===== config.mk =====
export PLATFORM = sky130hd
export DESIGN_NAME = capture_event_square_timer
export DESIGN_NICKNAME = d
export VERILOG_FILES = /design/src/core/cest_pkg.sv /design/src/core/capture_event_square_timer.sv
export VERILOG_INCLUDE_DIRS = /design/src /design/src/core
export SDC_FILE = /design/constraint.sdc
export NUM_CORES = 1
export LEC_CHECK = 0
export BUFFER_PORTS_ARGS = -buffer_cell sky130_fd_sc_hd__buf_2
export CAP_MARGIN = 20
export CORE_MARGIN = 2
export CORE_UTILIZATION = 50
export CTS_BUF_LIST = sky130_fd_sc_hd__clkbuf_4 sky130_fd_sc_hd__clkbuf_8
export DETAILED_ROUTE_END_ITERATION = 12
export PLACE_DENSITY = 0.8
export SLEW_MARGIN = 30
export SYNTH_ARGS = -nofsm -noshare
export SYNTH_HDL_FRONTEND = slang
export SYNTH_SLANG_ARGS = --single-unit

===== constraint.sdc =====
create_clock -name clock_in -period 2.4 [get_ports clock_in]
set_clock_uncertainty 0.05 [all_clocks]
set_input_delay 0.6 -clock clock_in [delete_from_list [all_inputs] [get_ports clock_in]]
set_output_delay 0.6 -clock clock_in [all_outputs]
set_load 0.02 [all_outputs]

===== src/core/cest_defs.svh =====
// Register map, field codes and timing constants of the capture/event/square timer
`ifndef CEST_DEFS_SVH
`define CEST_DEFS_SVH
// ----------------------------------------
// Register byte offsets
// ----------------------------------------
`define OFS_MODE 8'h00
`define OFS_CAPCTL 8'h04
`define OFS_PRESCALE 8'h08
`define OFS_OUTCTL 8'h0C
`define OFS_COUNT 8'h10
`define OFS_CC0 8'h14
`define OFS_CC1 8'h18
`define OFS_STATUS 8'h1C
`define OFS_MASK 8'h20
// ----------------------------------------
// Edge select codes
// ----------------------------------------
`define EDGE_FALL 2'h0
`define EDGE_RISE 2'h1
`define EDGE_BOTH 2'h3
// ----------------------------------------
// Count clock select codes and divider masks
// ----------------------------------------
`define CLK_DIV1 2'h0
`define CLK_DIV4 2'h1
`define CLK_DIV256 2'h2
`define CLK_EXT 2'h3
`define DIV4_MASK 8'h03
`define DIV256_MASK 8'hFF
`define DIV_W 8
`endif


===== src/core/cest_pkg.sv =====
// Types shared by the capture/event/square timer
package cest_pkg;
  // Counter operating mode
  typedef enum logic [1:0] {MODE_STOP, MODE_FREE, MODE_RESTART, MODE_CLEAR_MATCH} timer_mode_t;
  // Prescaler register layout
  typedef struct packed {
    logic [1:0] input1_edge_sel;
    logic [1:0] input0_edge_sel;
    logic [1:0] unused;
    logic [1:0] clk_sel;
  } prescale_t;
  // Capture control register layout
  typedef struct packed {
    logic cc0_src_in1;
    logic cc0_capture;
  } capctl_t;
  // Output control register layout
  typedef struct packed {
    logic toggle_on_match_bit;
    logic output_enable_bit;
  } outctl_t;
  // Sticky event bits, shared by status and mask
  typedef struct packed {
    logic overflow_flag;
    logic capture_irq_1;
    logic match_irq_0;
  } irq_bits_t;
endpackage


===== src/core/capture_event_square_timer.sv =====
// 16-bit capture / event counter / square-wave timer with an APB register slave
//
// Overview of operation
// - Free-run: selected edge on input 0 copies count to cc1, raises capture irq
// - Free-run: opposite edge on input 0 copies count into cc0
// - Capture inputs sampled on count clock; level must be seen twice
// - Restart mode: valid input 0 edge captures into cc1, then clears count
// - Overflow flag stays set until software writes one to clear it
// - Event mode: count increments once per valid input 0 edge
// - Event mode: count equal to cc0 clears count and raises match irq
// - Input 0 edge choice: rising, falling or both, via edge select field
// - Event mode: input 0 sampled every clock, level must be seen twice
// - Event mode: overflow only possible when cc0 holds the maximum
// - Output enable and toggle bits set: pin inverts on every cc0 match
// - Square mode: cc0 compares, match clears and restarts the count
// - Input 1 selected edge copies count into cc0, raises match irq
`timescale 1ns/1ps
`include "cest_defs.svh"
module capture_event_square_timer import cest_pkg::*; #(
  parameter int COUNT_W = 16
) (
  input wire logic clock_in,
  input wire logic rst_n_in,
  input wire logic clk_en_in,
  input wire logic psel_in,
  input wire logic penable_in,
  input wire logic pwrite_in,
  input wire logic [7:0] paddr_in,
  input wire logic [31:0] pwdata_in,
  output logic [31:0] prdata_out,
  output logic pready_out,
  output logic pslverr_out,
  input wire logic capture_input_0_in,
  input wire logic capture_input_1_in,
  output logic timer_output_pin_out,
  output logic irq_out
);
  // ----------------------------------------
  // Elaboration check
  // ----------------------------------------
  generate
    if (COUNT_W < 2 || COUNT_W > 32) begin : g_bad_width
      $error("COUNT_W must lie between 2 and 32");
    end
  endgenerate

  // ----------------------------------------
  // Decode helpers
  // ----------------------------------------
  function automatic logic edge_hit(input logic [1:0] sel, input logic r, input logic f);
    case (sel)
      `EDGE_FALL: edge_hit = f;
      `EDGE_RISE: edge_hit = r;
      `EDGE_BOTH: edge_hit = r | f;
      default: edge_hit = 1'b0;
    endcase
  endfunction

  function automatic logic edge_opp(input logic [1:0] sel, input logic r, input logic f);
    case (sel)
      `EDGE_FALL: edge_opp = r;
      `EDGE_RISE: edge_opp = f;
      default: edge_opp = 1'b0;
    endcase
  endfunction

  timer_mode_t mode_r;
  capctl_t capctl_r;
  prescale_t psc_r;
  outctl_t outctl_r;
  irq_bits_t status_r;
  irq_bits_t mask_r;
  irq_bits_t status_set;
  logic [COUNT_W-1:0] count_r;
  logic [COUNT_W-1:0] cc0_r;
  logic [COUNT_W-1:0] cc1_r;
  logic [`DIV_W-1:0] div_r;
  logic [1:0] smp_r;
  logic [1:0] lvl_r;
  logic [1:0] rise;
  logic [1:0] fall;
  logic [1:0] pins;
  logic div_tick;
  logic samp_en;
  logic run;
  logic ext_clk;
  logic meas;
  logic tick;
  logic in0_hit;
  logic cap1_ev;
  logic cap0_opp_ev;
  logic cap0_in1_ev;
  logic restart_ev;
  logic match_ev;
  logic ovf_ev;
  logic tout_r;
  logic acc;
  logic wr;
  logic [31:0] rd_val;
  logic rd_err;

  // ----------------------------------------
  // Prescaler and input noise filter
  // ----------------------------------------
  always_ff @(posedge clock_in) begin
    if (!rst_n_in) begin
      div_r <= '0;
    end else if (clk_en_in) begin
      div_r <= div_r + `DIV_W'(1);
    end
  end

  always_comb begin
    case (psc_r.clk_sel)
      `CLK_DIV4: div_tick = (div_r & `DIV4_MASK) == `DIV4_MASK;
      `CLK_DIV256: div_tick = (div_r & `DIV256_MASK) == `DIV256_MASK;
      default: div_tick = 1'b1;
    endcase
  end

  // Event counting samples at the full clock; capture samples at the count clock
  assign ext_clk = psc_r.clk_sel == `CLK_EXT;
  assign samp_en = clk_en_in & (ext_clk | div_tick);
  assign pins = {capture_input_1_in, capture_input_0_in};

  generate
    for (genvar i = 0; i < 2; i++) begin : g_filt
      // An edge counts only when two successive samples agree on the new level
      assign rise[i] = samp_en & (pins[i] == smp_r[i]) & pins[i] & ~lvl_r[i];
      assign fall[i] = samp_en & (pins[i] == smp_r[i]) & ~pins[i] & lvl_r[i];
      always_ff @(posedge clock_in) begin
        if (!rst_n_in) begin
          smp_r[i] <= 1'b0;
          lvl_r[i] <= 1'b0;
        end else if (samp_en) begin
          smp_r[i] <= pins[i];
          if (pins[i] == smp_r[i]) begin
            lvl_r[i] <= pins[i];
          end
        end
      end
    end
  endgenerate

  // ----------------------------------------
  // Event decode
  // ----------------------------------------
  assign run = clk_en_in && mode_r != MODE_STOP;
  assign in0_hit = edge_hit(psc_r.input0_edge_sel, rise[0], fall[0]);
  assign tick = run && (ext_clk ? in0_hit : div_tick);
  assign meas = run && !ext_clk && (mode_r == MODE_FREE || mode_r == MODE_RESTART);
  assign cap1_ev = meas && in0_hit;
  assign restart_ev = cap1_ev && mode_r == MODE_RESTART;
  assign cap0_opp_ev = meas && capctl_r.cc0_capture && !capctl_r.cc0_src_in1 &&
                       edge_opp(psc_r.input0_edge_sel, rise[0], fall[0]);
  assign cap0_in1_ev = meas && capctl_r.cc0_capture && capctl_r.cc0_src_in1 &&
                       edge_hit(psc_r.input1_edge_sel, rise[1], fall[1]);
  assign match_ev = tick && mode_r == MODE_CLEAR_MATCH && !capctl_r.cc0_capture &&
                    count_r == cc0_r;
  // A count left above a lower cc0 after a mode switch wraps silently in clear-on-match mode
  assign ovf_ev = tick && !restart_ev && count_r == {COUNT_W{1'b1}} &&
                  (mode_r != MODE_CLEAR_MATCH || cc0_r == {COUNT_W{1'b1}});

  // ----------------------------------------
  // Counter and capture registers
  // ----------------------------------------
  always_ff @(posedge clock_in) begin
    if (!rst_n_in) begin
      count_r <= '0;
    end else if (clk_en_in) begin
      if (mode_r == MODE_STOP) begin
        count_r <= '0;
      end else if (restart_ev || match_ev) begin
        count_r <= '0;
      end else if (tick) begin
        count_r <= count_r + COUNT_W'(1);
      end
    end
  end

  always_ff @(posedge clock_in) begin
    if (!rst_n_in) begin
      cc1_r <= '0;
    end else if (cap1_ev) begin
      cc1_r <= count_r;
    end
  end

  // Hardware capture wins over a software write in the same cycle
  always_ff @(posedge clock_in) begin
    if (!rst_n_in) begin
      cc0_r <= '0;
    end else if (cap0_opp_ev || cap0_in1_ev) begin
      cc0_r <= count_r;
    end else if (clk_en_in && wr && paddr_in == `OFS_CC0 && !capctl_r.cc0_capture) begin
      cc0_r <= pwdata_in[COUNT_W-1:0];
    end
  end

  // ----------------------------------------
  // Square-wave output
  // ----------------------------------------
  always_ff @(posedge clock_in) begin
    if (!rst_n_in) begin
      tout_r <= 1'b0;
    end else if (clk_en_in) begin
      if (!outctl_r.output_enable_bit) begin
        tout_r <= 1'b0;
      end else if (outctl_r.toggle_on_match_bit && match_ev) begin
        tout_r <= ~tout_r;
      end
    end
  end
  assign timer_output_pin_out = tout_r;

  // ----------------------------------------
  // Status, mask and interrupt
  // ----------------------------------------
  always_comb begin
    status_set = '0;
    status_set.match_irq_0 = match_ev | cap0_in1_ev;
    status_set.capture_irq_1 = cap1_ev;
    status_set.overflow_flag = ovf_ev;
  end

  // A set arriving with the write-one clear is kept
  always_ff @(posedge clock_in) begin
    if (!rst_n_in) begin
      status_r <= '0;
      irq_out <= 1'b0;
    end else if (clk_en_in) begin
      if (wr && paddr_in == `OFS_STATUS) begin
        status_r <= (status_r & ~irq_bits_t'(pwdata_in[2:0])) | status_set;
      end else begin
        status_r <= status_r | status_set;
      end
      irq_out <= |(status_r & mask_r);
    end
  end

  // ----------------------------------------
  // APB slave: no wait state, answer in the first access cycle
  // ----------------------------------------
  assign acc = psel_in && penable_in && pready_out;
  assign wr = acc && pwrite_in;

  always_comb begin
    rd_val = '0;
    rd_err = 1'b0;
    case (paddr_in)
      `OFS_MODE: rd_val[1:0] = mode_r;
      `OFS_CAPCTL: rd_val[1:0] = capctl_r;
      `OFS_PRESCALE: rd_val[7:0] = psc_r;
      `OFS_OUTCTL: rd_val[1:0] = outctl_r;
      `OFS_COUNT: rd_val[COUNT_W-1:0] = count_r;
      `OFS_CC0: rd_val[COUNT_W-1:0] = cc0_r;
      `OFS_CC1: rd_val[COUNT_W-1:0] = cc1_r;
      `OFS_STATUS: rd_val[2:0] = status_r;
      `OFS_MASK: rd_val[2:0] = mask_r;
      default: rd_err = 1'b1;
    endcase
  end

  always_ff @(posedge clock_in) begin
    if (!rst_n_in) begin
      pready_out <= 1'b0;
      pslverr_out <= 1'b0;
      prdata_out <= '0;
    end else if (clk_en_in) begin
      pready_out <= psel_in && !penable_in;
      pslverr_out <= psel_in && !penable_in && rd_err;
      prdata_out <= (psel_in && !penable_in && !pwrite_in) ? rd_val : '0;
    end
  end

  always_ff @(posedge clock_in) begin
    if (!rst_n_in) begin
      mode_r <= MODE_STOP;
      capctl_r <= '0;
      psc_r <= '0;
      outctl_r <= '0;
      mask_r <= '0;
    end else if (clk_en_in && wr) begin
      case (paddr_in)
        `OFS_MODE: mode_r <= timer_mode_t'(pwdata_in[1:0]);
        `OFS_CAPCTL: capctl_r <= capctl_t'(pwdata_in[1:0]);
        `OFS_PRESCALE: psc_r <= prescale_t'(pwdata_in[7:0]);
        `OFS_OUTCTL: outctl_r <= outctl_t'(pwdata_in[1:0]);
        `OFS_MASK: mask_r <= irq_bits_t'(pwdata_in[2:0]);
        default: ;
      endcase
    end
  end

  // ----------------------------------------
  // Assertions
  // ----------------------------------------
  a_cap1_load: assert property (@(posedge clock_in) disable iff (!rst_n_in)
    cap1_ev |=> cc1_r == $past(count_r) && status_r.capture_irq_1)
    else $error("cc1 capture or its flag missing");
  a_cap0_opposite: assert property (@(posedge clock_in) disable iff (!rst_n_in)
    cap0_opp_ev |=> cc0_r == $past(count_r))
    else $error("cc0 not loaded on opposite edge");
  a_filter_twice: assert property (@(posedge clock_in) disable iff (!rst_n_in)
    (lvl_r[0] != $past(lvl_r[0])) |-> $past(samp_en) && $past(smp_r[0]) == lvl_r[0])
    else $error("input level accepted after one sample");
  a_filter_fast: assert property (@(posedge clock_in) disable iff (!rst_n_in)
    (ext_clk && clk_en_in && capture_input_0_in != lvl_r[0]) ##1
    (clk_en_in && capture_input_0_in == $past(capture_input_0_in) && ext_clk) |=> lvl_r[0] == $past(capture_input_0_in))
    else $error("event input not accepted after two samples");
  a_restart_clear: assert property (@(posedge clock_in) disable iff (!rst_n_in)
    restart_ev |=> count_r == '0 && cc1_r == $past(count_r))
    else $error("restart capture did not clear count");
  a_ovf_sticky: assert property (@(posedge clock_in) disable iff (!rst_n_in)
    status_r.overflow_flag && !(wr && paddr_in == `OFS_STATUS && pwdata_in[2]) |=> status_r.overflow_flag)
    else $error("overflow flag dropped without software clear");
  a_event_inc: assert property (@(posedge clock_in) disable iff (!rst_n_in)
    tick && ext_clk && !match_ev |=> count_r == COUNT_W'($past(count_r) + COUNT_W'(1)))
    else $error("event edge did not increment count");
  a_match_clear: assert property (@(posedge clock_in) disable iff (!rst_n_in)
    match_ev |=> count_r == '0 && status_r.match_irq_0)
    else $error("match did not clear count or flag irq");
  a_ovf_only_max: assert property (@(posedge clock_in) disable iff (!rst_n_in)
    $rose(status_r.overflow_flag) && $past(mode_r) == MODE_CLEAR_MATCH |-> $past(cc0_r) == {COUNT_W{1'b1}})
    else $error("overflow with cc0 below maximum");
  a_toggle_match: assert property (@(posedge clock_in) disable iff (!rst_n_in)
    match_ev && outctl_r.output_enable_bit && outctl_r.toggle_on_match_bit |=> tout_r != $past(tout_r))
    else $error("output did not invert on match");
  a_in1_capture: assert property (@(posedge clock_in) disable iff (!rst_n_in)
    cap0_in1_ev |=> cc0_r == $past(count_r) && status_r.match_irq_0)
    else $error("input 1 capture into cc0 missing");
endmodule // capture_event_square_timer


## After elaboration in Yosys (flattened, before gate mapping)

Cells that the tools add are included.
W data, S select, Z words.

- Eq/ne operators: 27
- Reductions and logical operators: 56
- $add $sub $neg: 2
- Bitwise gates (word level): 25
- Multiplexer cells: 19

Operators by type and width:

| kind | number |
|---|---|
| $mux W16 | 6 |
| $eq A16 B16 Y1 const B | 2 |
| $eq A8 B5 Y1 const B | 4 |
| $logic_and A1 B1 Y1 | 28 |
| $pmux W8 S3 | 1 |
| $pmux W5 S4 | 1 |
| $pmux W2 S9 | 1 |
| $reduce_and A2 Y1 | 9 |
| $add A16 B1 Y16 const B | 1 |
| $eq A16 B16 Y1 | 1 |
| $eq A8 B4 Y1 const B | 2 |
| $eq A2 B2 Y1 const B | 7 |
| $and A1 B1 Y1 | 11 |
| $reduce_or A9 Y1 | 1 |
| $add A8 B1 Y8 const B | 1 |
| $eq A2 B1 Y1 const B | 4 |
| $eq A8 B3 Y1 const B | 1 |
| $eq A8 B6 Y1 const B | 1 |
| $eq A8 B8 Y1 const B | 1 |
| $logic_not A8 Y1 | 1 |
| $and A3 B3 Y3 | 2 |
| $logic_not A1 Y1 | 6 |
| $logic_not A2 Y1 | 3 |
| $or A3 B3 Y3 | 2 |
| 15 further kinds | 32 |

- Word-level logic and storage cells: 157
- Input port bits: 48
- Output and inout bits: 36
- Register bits: 116

## Longest topological paths before layout

Gate-level depths: netlist of the first run.

- Word-level depth: 17
- Depth in mapped cells: 10
- Mapped depth without buffers: 8

## Worst setup path after synthesis of the first run

Ideal clock, no wire load.

- Kind: input to register
- Start point: input port paddr_in[1]
- End point: register cc0_r[15]
- Library setup time: 0.116 ns
- Required time: 2.234 ns
- Cell stages on the path: 8
- Path slack: 0.205 ns
- Data arrival time: 2.028 ns
- Buffers on the path: 2
- Path through: nor4_1 -> nand3_1 -> nand4bb_1 -> buf_2 -> buf_6 -> mux2i_1 -> nand2_1 -> o211a_1

- Word-level cells in the longest chain between the ends: 4

RTL lines:

| item | RTL line | text |
|---|---|---|
| from (decl) | capture_event_square_timer.sv:28 | `input wire logic [7:0] paddr_in,` |
| $eq A8 B5 Y1 | n/a |  |
| $logic_and A1 B1 Y1 (no line) | n/a |  |
| $logic_and A1 B1 Y1 | capture_event_square_timer.sv:195 | `` end else if (clk_en_in && wr && paddr_in == `OFS_CC0 && !capctl_r.cc0_capture) begin `` |
| $reduce_bool A2 Y1 (no line) | n/a |  |
| to (signal assigned) | capture_event_square_timer.sv:194 | `cc0_r <= count_r;` |
| to (signal assigned) | capture_event_square_timer.sv:196 | `cc0_r <= pwdata_in[COUNT_W-1:0];` |
| to (decl) | capture_event_square_timer.sv:75 | `logic [COUNT_W-1:0] cc0_r;` |

No other way between the ends.
A chain may end at the register's enable or synchronous reset.

## Final worst setup path of the first run

- Start point: register psc_r[0] (netlist name)
- End point: register count_r[2]

- Word-level cells in the longest chain between the ends: 17
- Elaborated cells on any way between the ends: 28
- Those cells by class: 3 x eq/ne; 5 x mux; 8 x bitwise; 12 x reduce/logical

RTL lines:

| item | RTL line | text |
|---|---|---|
| from (decl) | capture_event_square_timer.sv:69 | `prescale_t psc_r;` |
| from (signal assigned) | capture_event_square_timer.sv:287 | `` `OFS_PRESCALE: psc_r <= prescale_t'(pwdata_in[7:0]); `` |
| $eq A2 B2 Y1 / $eq A2 B1 Y1 (equally long branches) | capture_event_square_timer.sv:114 | `case (psc_r.clk_sel)` |
| $pmux W1 S2 | capture_event_square_timer.sv:114 |  |
| $or A1 B1 Y1 | capture_event_square_timer.sv:123 | `assign samp_en = clk_en_in & (ext_clk \| div_tick);` |
| $and A1 B1 Y1 | capture_event_square_timer.sv:123 |  |
| $and A1 B1 Y1 | capture_event_square_timer.sv:129, capture_event_square_timer.sv:130 |  |
| $and A1 B1 Y1 (on tied branches) (2 in series) | capture_event_square_timer.sv:129, capture_event_square_timer.sv:130 |  |
| $or A1 B1 Y1 | capture_event_square_timer.sv:54 | `` `EDGE_BOTH: edge_hit = r \| f; `` |
| $pmux W1 S3 | capture_event_square_timer.sv:51 | `case (sel)` |
| $mux W1 | capture_event_square_timer.sv:150 | `assign tick = run && (ext_clk ? in0_hit : div_tick);` |
| $logic_and A1 B1 Y1 | capture_event_square_timer.sv:150 |  |
| $logic_and A1 B1 Y1 (3 in series) | capture_event_square_timer.sv:158 | `assign match_ev = tick && mode_r == MODE_CLEAR_MATCH && !capctl_r.cc0_capture &&` |
| $logic_or A1 B1 Y1 | capture_event_square_timer.sv:173 | `end else if (restart_ev \|\| match_ev) begin` |
| $reduce_bool A3 Y1 (no line) / $mux W16 (equally long branches) | n/a |  |
| $reduce_and A2 Y1 (no line) / $mux W16 (equally long branches) | n/a |  |
| to (signal assigned) | capture_event_square_timer.sv:176 | `count_r <= count_r + COUNT_W'(1);` |
| to (decl) | capture_event_square_timer.sv:74 | `logic [COUNT_W-1:0] count_r;` |

Several ways; a longest one is shown, not always the timed one.

==> results of run 1 <==
state kept, by name (all words and copies together), names as in the netlist, 3 cells and up:
name and flops:
div_r 8, status_r 3, count_r 16, cc1_r 16
cc0_r 16, prdata_out 16, mask_r 3, psc_r 8
worst paths after layout:
| check | start | end | slack (ns) | cells after the start |
|---|---|---|---|---|
| setup reg to reg | psc_r[0]$_SDFFE_PN0P_ | count_r[2]$_SDFFE_PN0P_ | 0.08 | 10 |
| hold / removal | cc1_r[14]$_SDFFE_PN0N_ | cc1_r[14]$_SDFFE_PN0N_ | 0.41 | 2 |
| setup / recovery | psc_r[0]$_SDFFE_PN0P_ | count_r[2]$_SDFFE_PN0P_ | 0.08 | 10 |
| hold reg to reg | cc1_r[14]$_SDFFE_PN0N_ | cc1_r[14]$_SDFFE_PN0N_ | 0.41 | 2 |
where the power goes:
group	switching [mW]	total [mW]	internal [mW]	leakage [nW]
Clock	0.637	1.14	0.505	0.102
Sequential	0.00792	1.68	1.67	0.808
Combinational	0.142	0.219	0.0762	1.93
Total	0.787	3.04	2.25	2.84
metrics by stage:
| step | setup TNS [ns] | std cells | setup slack [ns] |
|---|---|---|---|
| after floorplan | 0 | 722 | 0.2055 |
| after global placement | -0.08305 | 897 | -0.04644 |
| after detailed placement | -0.6618 | 897 | -0.08436 |
| after CTS | 0 | 913 | 0.02147 |
| after global routing | -0.1494 | 913 | -0.03843 |
| final | 0 | 913 | 0.07554 |
routing by layer:
metal,up-vias,part of all wire [%],track usage [%],routed length [um]
met5,-,0,0,0
met4,0,2.6,10.86,399
met3,38,6.6,5.303,1021
met2,249,47,40.33,7280
met1,2583,44,31.34,6703
li1,2582,-,-,-
cells in the final DEF (no fill, tap or decap), types with 7 or more instances in the layout:
| master | instances |
|---|---|
| a21oi_1 | 27 |
| xnor2_1 | 19 |
| nand3_1 | 24 |
| nand4_1 | 20 |
| conb_1 | 16 |
| a21boi_0 | 28 |
| inv_1 | 12 |
| ha_1 | 7 |
| nand2_1 | 115 |
| a21boi_1 | 11 |
| o21ai_0 | 18 |
| nor2b_1 | 21 |
| and2_1 | 18 |
| dfxtp_1 | 97 |
| mux2i_1 | 39 |
| a32oi_1 | 8 |
| o211a_1 | 17 |
| nor3_1 | 12 |
| and3_1 | 9 |
| buf_2 | 51 |
| or3_1 | 9 |
| nor2_1 | 40 |
| clkbuf_8 | 9 |
| buf_4 | 49 |
area by class of cell:
class | count | area share [%]
clock buffer | 10 | 2.007
clock inverter | 6 | 1.089
inverter | 12 | 0.6881
multi-input combinational | 538 | 52.24
sequential | 100 | 30.64
tap | 143 | 2.733
timing repair buffer | 104 | 10.61
timing repair:
action / in CTS / in global routing
endpoints found under the hold margin: 0 / 0
gates resized for setup: 3 / 8
pin swaps: 0 / 1
buffers inserted: 0 / 0
setup endpoints to repair: 1 / 31
logic make-up (layout without fill, tap and decap cells):
group | Yosys count | count (layout) | synth area share [%]
AO/OA/AOI/OAI | 156 | 156 | 20.06
XOR/XNOR | 22 | 22 | 3.350
adder cells (fa/ha/maj) | 8 | 8 | 1.740
buffers and inverters | 84 | 132 | 7.309
flip-flops | 100 | 100 | 34.81
multiplexers | 40 | 40 | 6.983
other | 1 | 16 | 0.06520
AND/OR/NAND/NOR | 296 | 296 | 25.69
critical path: stages (launching register included):
cell,delay [ns]
dfxtp_1,0.35
inv_1,0.05
ha_1,0.29
a211oi_2,0.22
o21a_1,0.20
a311oi_2,0.06
buf_4,0.17
a21boi_2,0.15
buf_4,0.19
and2_1,0.18
a221o_1,0.30
==> reports/qor.yml, run 1 <==
status: "finished, final reports clean"
overflow: 0
multi_input_area_um2: 3420
crit_arrival_ns: 2.56
fill_cells: 991
io_buffers: 51
grt_max_degree: 74
initialDrtViolationCount: 524
finalSetupViolCount: 0
finalPower_mw: 3.036
synthCells: 707
cts_made_buffers: 9
yosysSeqAreaShare_pct: 34.81
yosysMostFrequentCell: "nand2_1"
fin_util_pct: 57.82
htreeDepth: 3
placed_cell_area_um2: 6309
synthToLayoutAreaGrowth_pct: 13.81
power_density_nw_per_um2: 463.8
gp_congestion: 0.8991
min_path_type: "reg2reg"
crit_type: "reg2reg"
num_vias: 5452
grt_usage_pct: 24.67
postSynthAreaPerCell_um2: 8.135
antenna_found_initial: 0
layout_min_cycle_time_ns: 2.324
synth_edf_count: 0
nets: 821
synth_seq_cells: 100
hold_viol: 0
cts_buffer_depth: 2
die_x_um: 111.3
synthTopCellsByArea: "dfxtp_1 (35%), nand2_1 (7.5%), mux2i_1 (6.8%)"
async_reset_ff_share_pct: 0
regArea_um2: 2006
fmax_mhz: 430.2
p_leak_nw: 2.843
synth_warnings: 0
antenna_cells: 0
peakVddDrop_mv: 0.4678
core_area_um2: 11320
worstMarginPinSlew_ns: 0.6333
path_max_fanout: 9
syn_area_um2: 5752
ys_types: 67
layout-drive-gt1-share_pct: 18.31
cap_violations: 0
cts_hold_buf: 0
end_kind: "register"
clk_latency_ns: 0.40
synth_top_cell_by_area: "dfxtp_1"
relSlewSlack_pct: 57.78
ios: 84
crit_required_ns: 2.63
cp-start-kind: "register"
grt_pass1_wl_um: 24960
fp.dieH_um: 111.3
vias_per_cell: 5.972
final_cell_area_um2: 6546
antenna_left: 0
cts_root_buffer: "clkbuf_8"
first_global_vias: 5179
drv_slew: 0
synth_top_area_share_pct: 34.81
wl_per_cell_um: 16.87
rows: 39
dieArea_um2: 12380
ys.flop_type: "dfxtp_1"
first_pass_iters: 6
cts.clk_slew.worst_paths_ns: 0.10
cts_tree: "built"
post-route-period-util_pct: 96.85
wl_um: 15400
hpwl_um: 11120
clkSinkCount: 100
synthTopCellsByCount: "nand2_1 (115), dfxtp_1 (100), nor2_1 (40)"
drc: 0
rsz0062_at_grt: "true"
whs_ns: 0.4068
start_util_pct: 50.81
No activity file was read; power rests on OpenSTA's default activity.
==> inputs of run 2 (changes only) <==
--- a/config.mk
+++ b/config.mk
@@ -11,8 +11,10 @@
 export CORE_MARGIN = 2
 export CORE_UTILIZATION = 50
 export CTS_BUF_LIST = sky130_fd_sc_hd__clkbuf_4 sky130_fd_sc_hd__clkbuf_8
+export CTS_CLUSTER_SIZE = 16
 export DETAILED_ROUTE_END_ITERATION = 12
 export PLACE_DENSITY = 0.8
+export SETUP_SLACK_MARGIN = 0.05
 export SLEW_MARGIN = 30
 export SYNTH_ARGS = -nofsm -noshare
 export SYNTH_HDL_FRONTEND = slang
==> constraint.sdc (replaced) <==
create_clock -name clock_in -period 2.8 [get_ports clock_in]
set_clock_uncertainty 0.05 [all_clocks]
set_input_delay 0.7 -clock clock_in [delete_from_list [all_inputs] [get_ports clock_in]]
set_output_delay 0.7 -clock clock_in [all_outputs]
set_load 0.02 [all_outputs]
==> reports/qor.yml, run 2 (synthesized netlist as in run 1, its figures left out) <==
status: "finished, final reports clean"
antenna_cells: 0
rsz0062_at_grt: "false"
post_cts_buffers: 0
first_global_vias: 5097
cts_root_buffer: "clkbuf_8"
relSlewSlack_pct: 50.99
post-route-period-util_pct: 91.59
grt_max_degree: 63
grt_pass1_wl_um: 24340
min_path_type: "reg2reg"
end_kind: "register"
clk_latency_ns: 0.38
fmax_mhz: 389.9
finalPower_mw: 2.588
power_density_nw_per_um2: 413.6
p_leak_nw: 2.671
antenna_left: 0
clkSinkCount: 100
nets: 791
vias_per_cell: 5.997
htreeDepth: 3
cts.clk_slew.worst_paths_ns: 0.10
gp_congestion: 0.9450
mostFrequentLayoutCell: "nand2_1"
cts_buffer_depth: 2
antenna_found_initial: 0
cts_made_buffers: 9
crit_arrival_ns: 2.77
cts_tree: "built"
layout_min_cycle_time_ns: 2.565
wl_um: 14810
die_x_um: 111.3
synthToLayoutAreaGrowth_pct: 8.810
rows: 39
io_buffers: 51
worstMarginPinSlew_ns: 0.7351
crit_type: "reg2reg"
final_cell_mix: "nand2_1 (115), dfxtp_1 (100), buf_2 (51)"
hpwl_um: 10730
drv_slew: 0
fp.dieH_um: 111.3
path_max_fanout: 16
peakVddDrop_mv: 0.3411
first_pass_iters: 6
wl_per_cell_um: 16.77
cap_violations: 0
overflow: 0
crit_required_ns: 3.01
dieArea_um2: 12380
grt_usage_pct: 23.78
start_util_pct: 50.81
ios: 84
num_vias: 5295
layout-drive-gt1-share_pct: 14.32
finalSetupViolCount: 0
initialDrtViolationCount: 498
cp-start-kind: "register"
drc: 0
hold_viol: 0
setup_tns_ns: 0
core_area_um2: 11320
run 2: cell types whose count changed in the layout (fill, tap and decap cells not counted), sizes merged:
cell	before	now
buf	104	74
clkbuf	10	12
inv	14	12
run 2: worst max-delay path, cell delays in order (launching register included):
cell and delay [ns]:
dfxtp_1 0.39, ha_1 0.28, nand4_1 0.13, o21a_2 0.26, or3_4 0.40, or3_1 0.64, nand2_1 0.18, a21boi_0 0.09
run 2: path summary, 6_finish.rpt:
| path | from | slack (ns) | cells after the start | endpoint |
|---|---|---|---|---|
| worst max-delay path | div_r[0]$_SDFFE_PN0P_ | 0.24 | 7 | cc1_r[2]$_SDFFE_PN0N_ |
| worst min-delay path | cc1_r[14]$_SDFFE_PN0N_ | 0.41 | 2 | cc1_r[14]$_SDFFE_PN0N_ |
| worst max register to register | div_r[0]$_SDFFE_PN0P_ | 0.24 | 7 | cc1_r[2]$_SDFFE_PN0N_ |
| worst min register to register | cc1_r[14]$_SDFFE_PN0N_ | 0.41 | 2 | cc1_r[14]$_SDFFE_PN0N_ |
run 2: power breakdown:
part	switching, mW	total (mW)	internal (mW)	leakage [nW]
sequential	0.00832	1.44	1.43	0.806
combinational	0.118	0.178	0.0596	1.76
clock	0.504	0.973	0.469	0.106
total	0.630	2.59	1.96	2.67
run 2: layer usage:
| layer | vias to the layer above | GRT usage [%] | part of all wire (%) | routed length, um |
|---|---|---|---|---|
| met3 | 37 | 4.429 | 7.6 | 1124 |
| met1 | 2507 | 30.76 | 43 | 6323 |
| met2 | 234 | 39.19 | 47 | 6987 |
| met5 | - | 0 | 0 | 0 |
| li1 | 2517 | - | - | - |
| met4 | 0 | 9.547 | 2.5 | 373 |
run 2: layout make-up:
type                    count  area, um2
flip-flops and latches    100       2002
fillers                  1022       5062
well taps                 143      178.9
multi-input cells         538       3398
clock inverters             4      47.55
inverters                  12      45.04
clock buffers              12      158.9
repair buffers             74      427.9
run 2: repair_timing:
item / CTS / global route
resized for setup: 0 / 2
setup endpoints to repair: 0 / 1
hold buffers: 0 / 0
run 2: per-stage QoR:
stage	setup WS [ns]	util, %	std cells	instance area, um2	hold slack, ns
6_report	0.2354	55.28	883	6259	0.4065
2_1_floorplan	0.5055	-	722	5808	0.3804
3_3_place_gp	0.1291	53.40	867	6046	0.3875
3_5_place_dp	0.07260	53.40	867	6046	0.3942
5_1_grt	0.1021	55.28	883	6259	0.4258
4_1_cts	0.1619	55.23	883	6252	0.4072
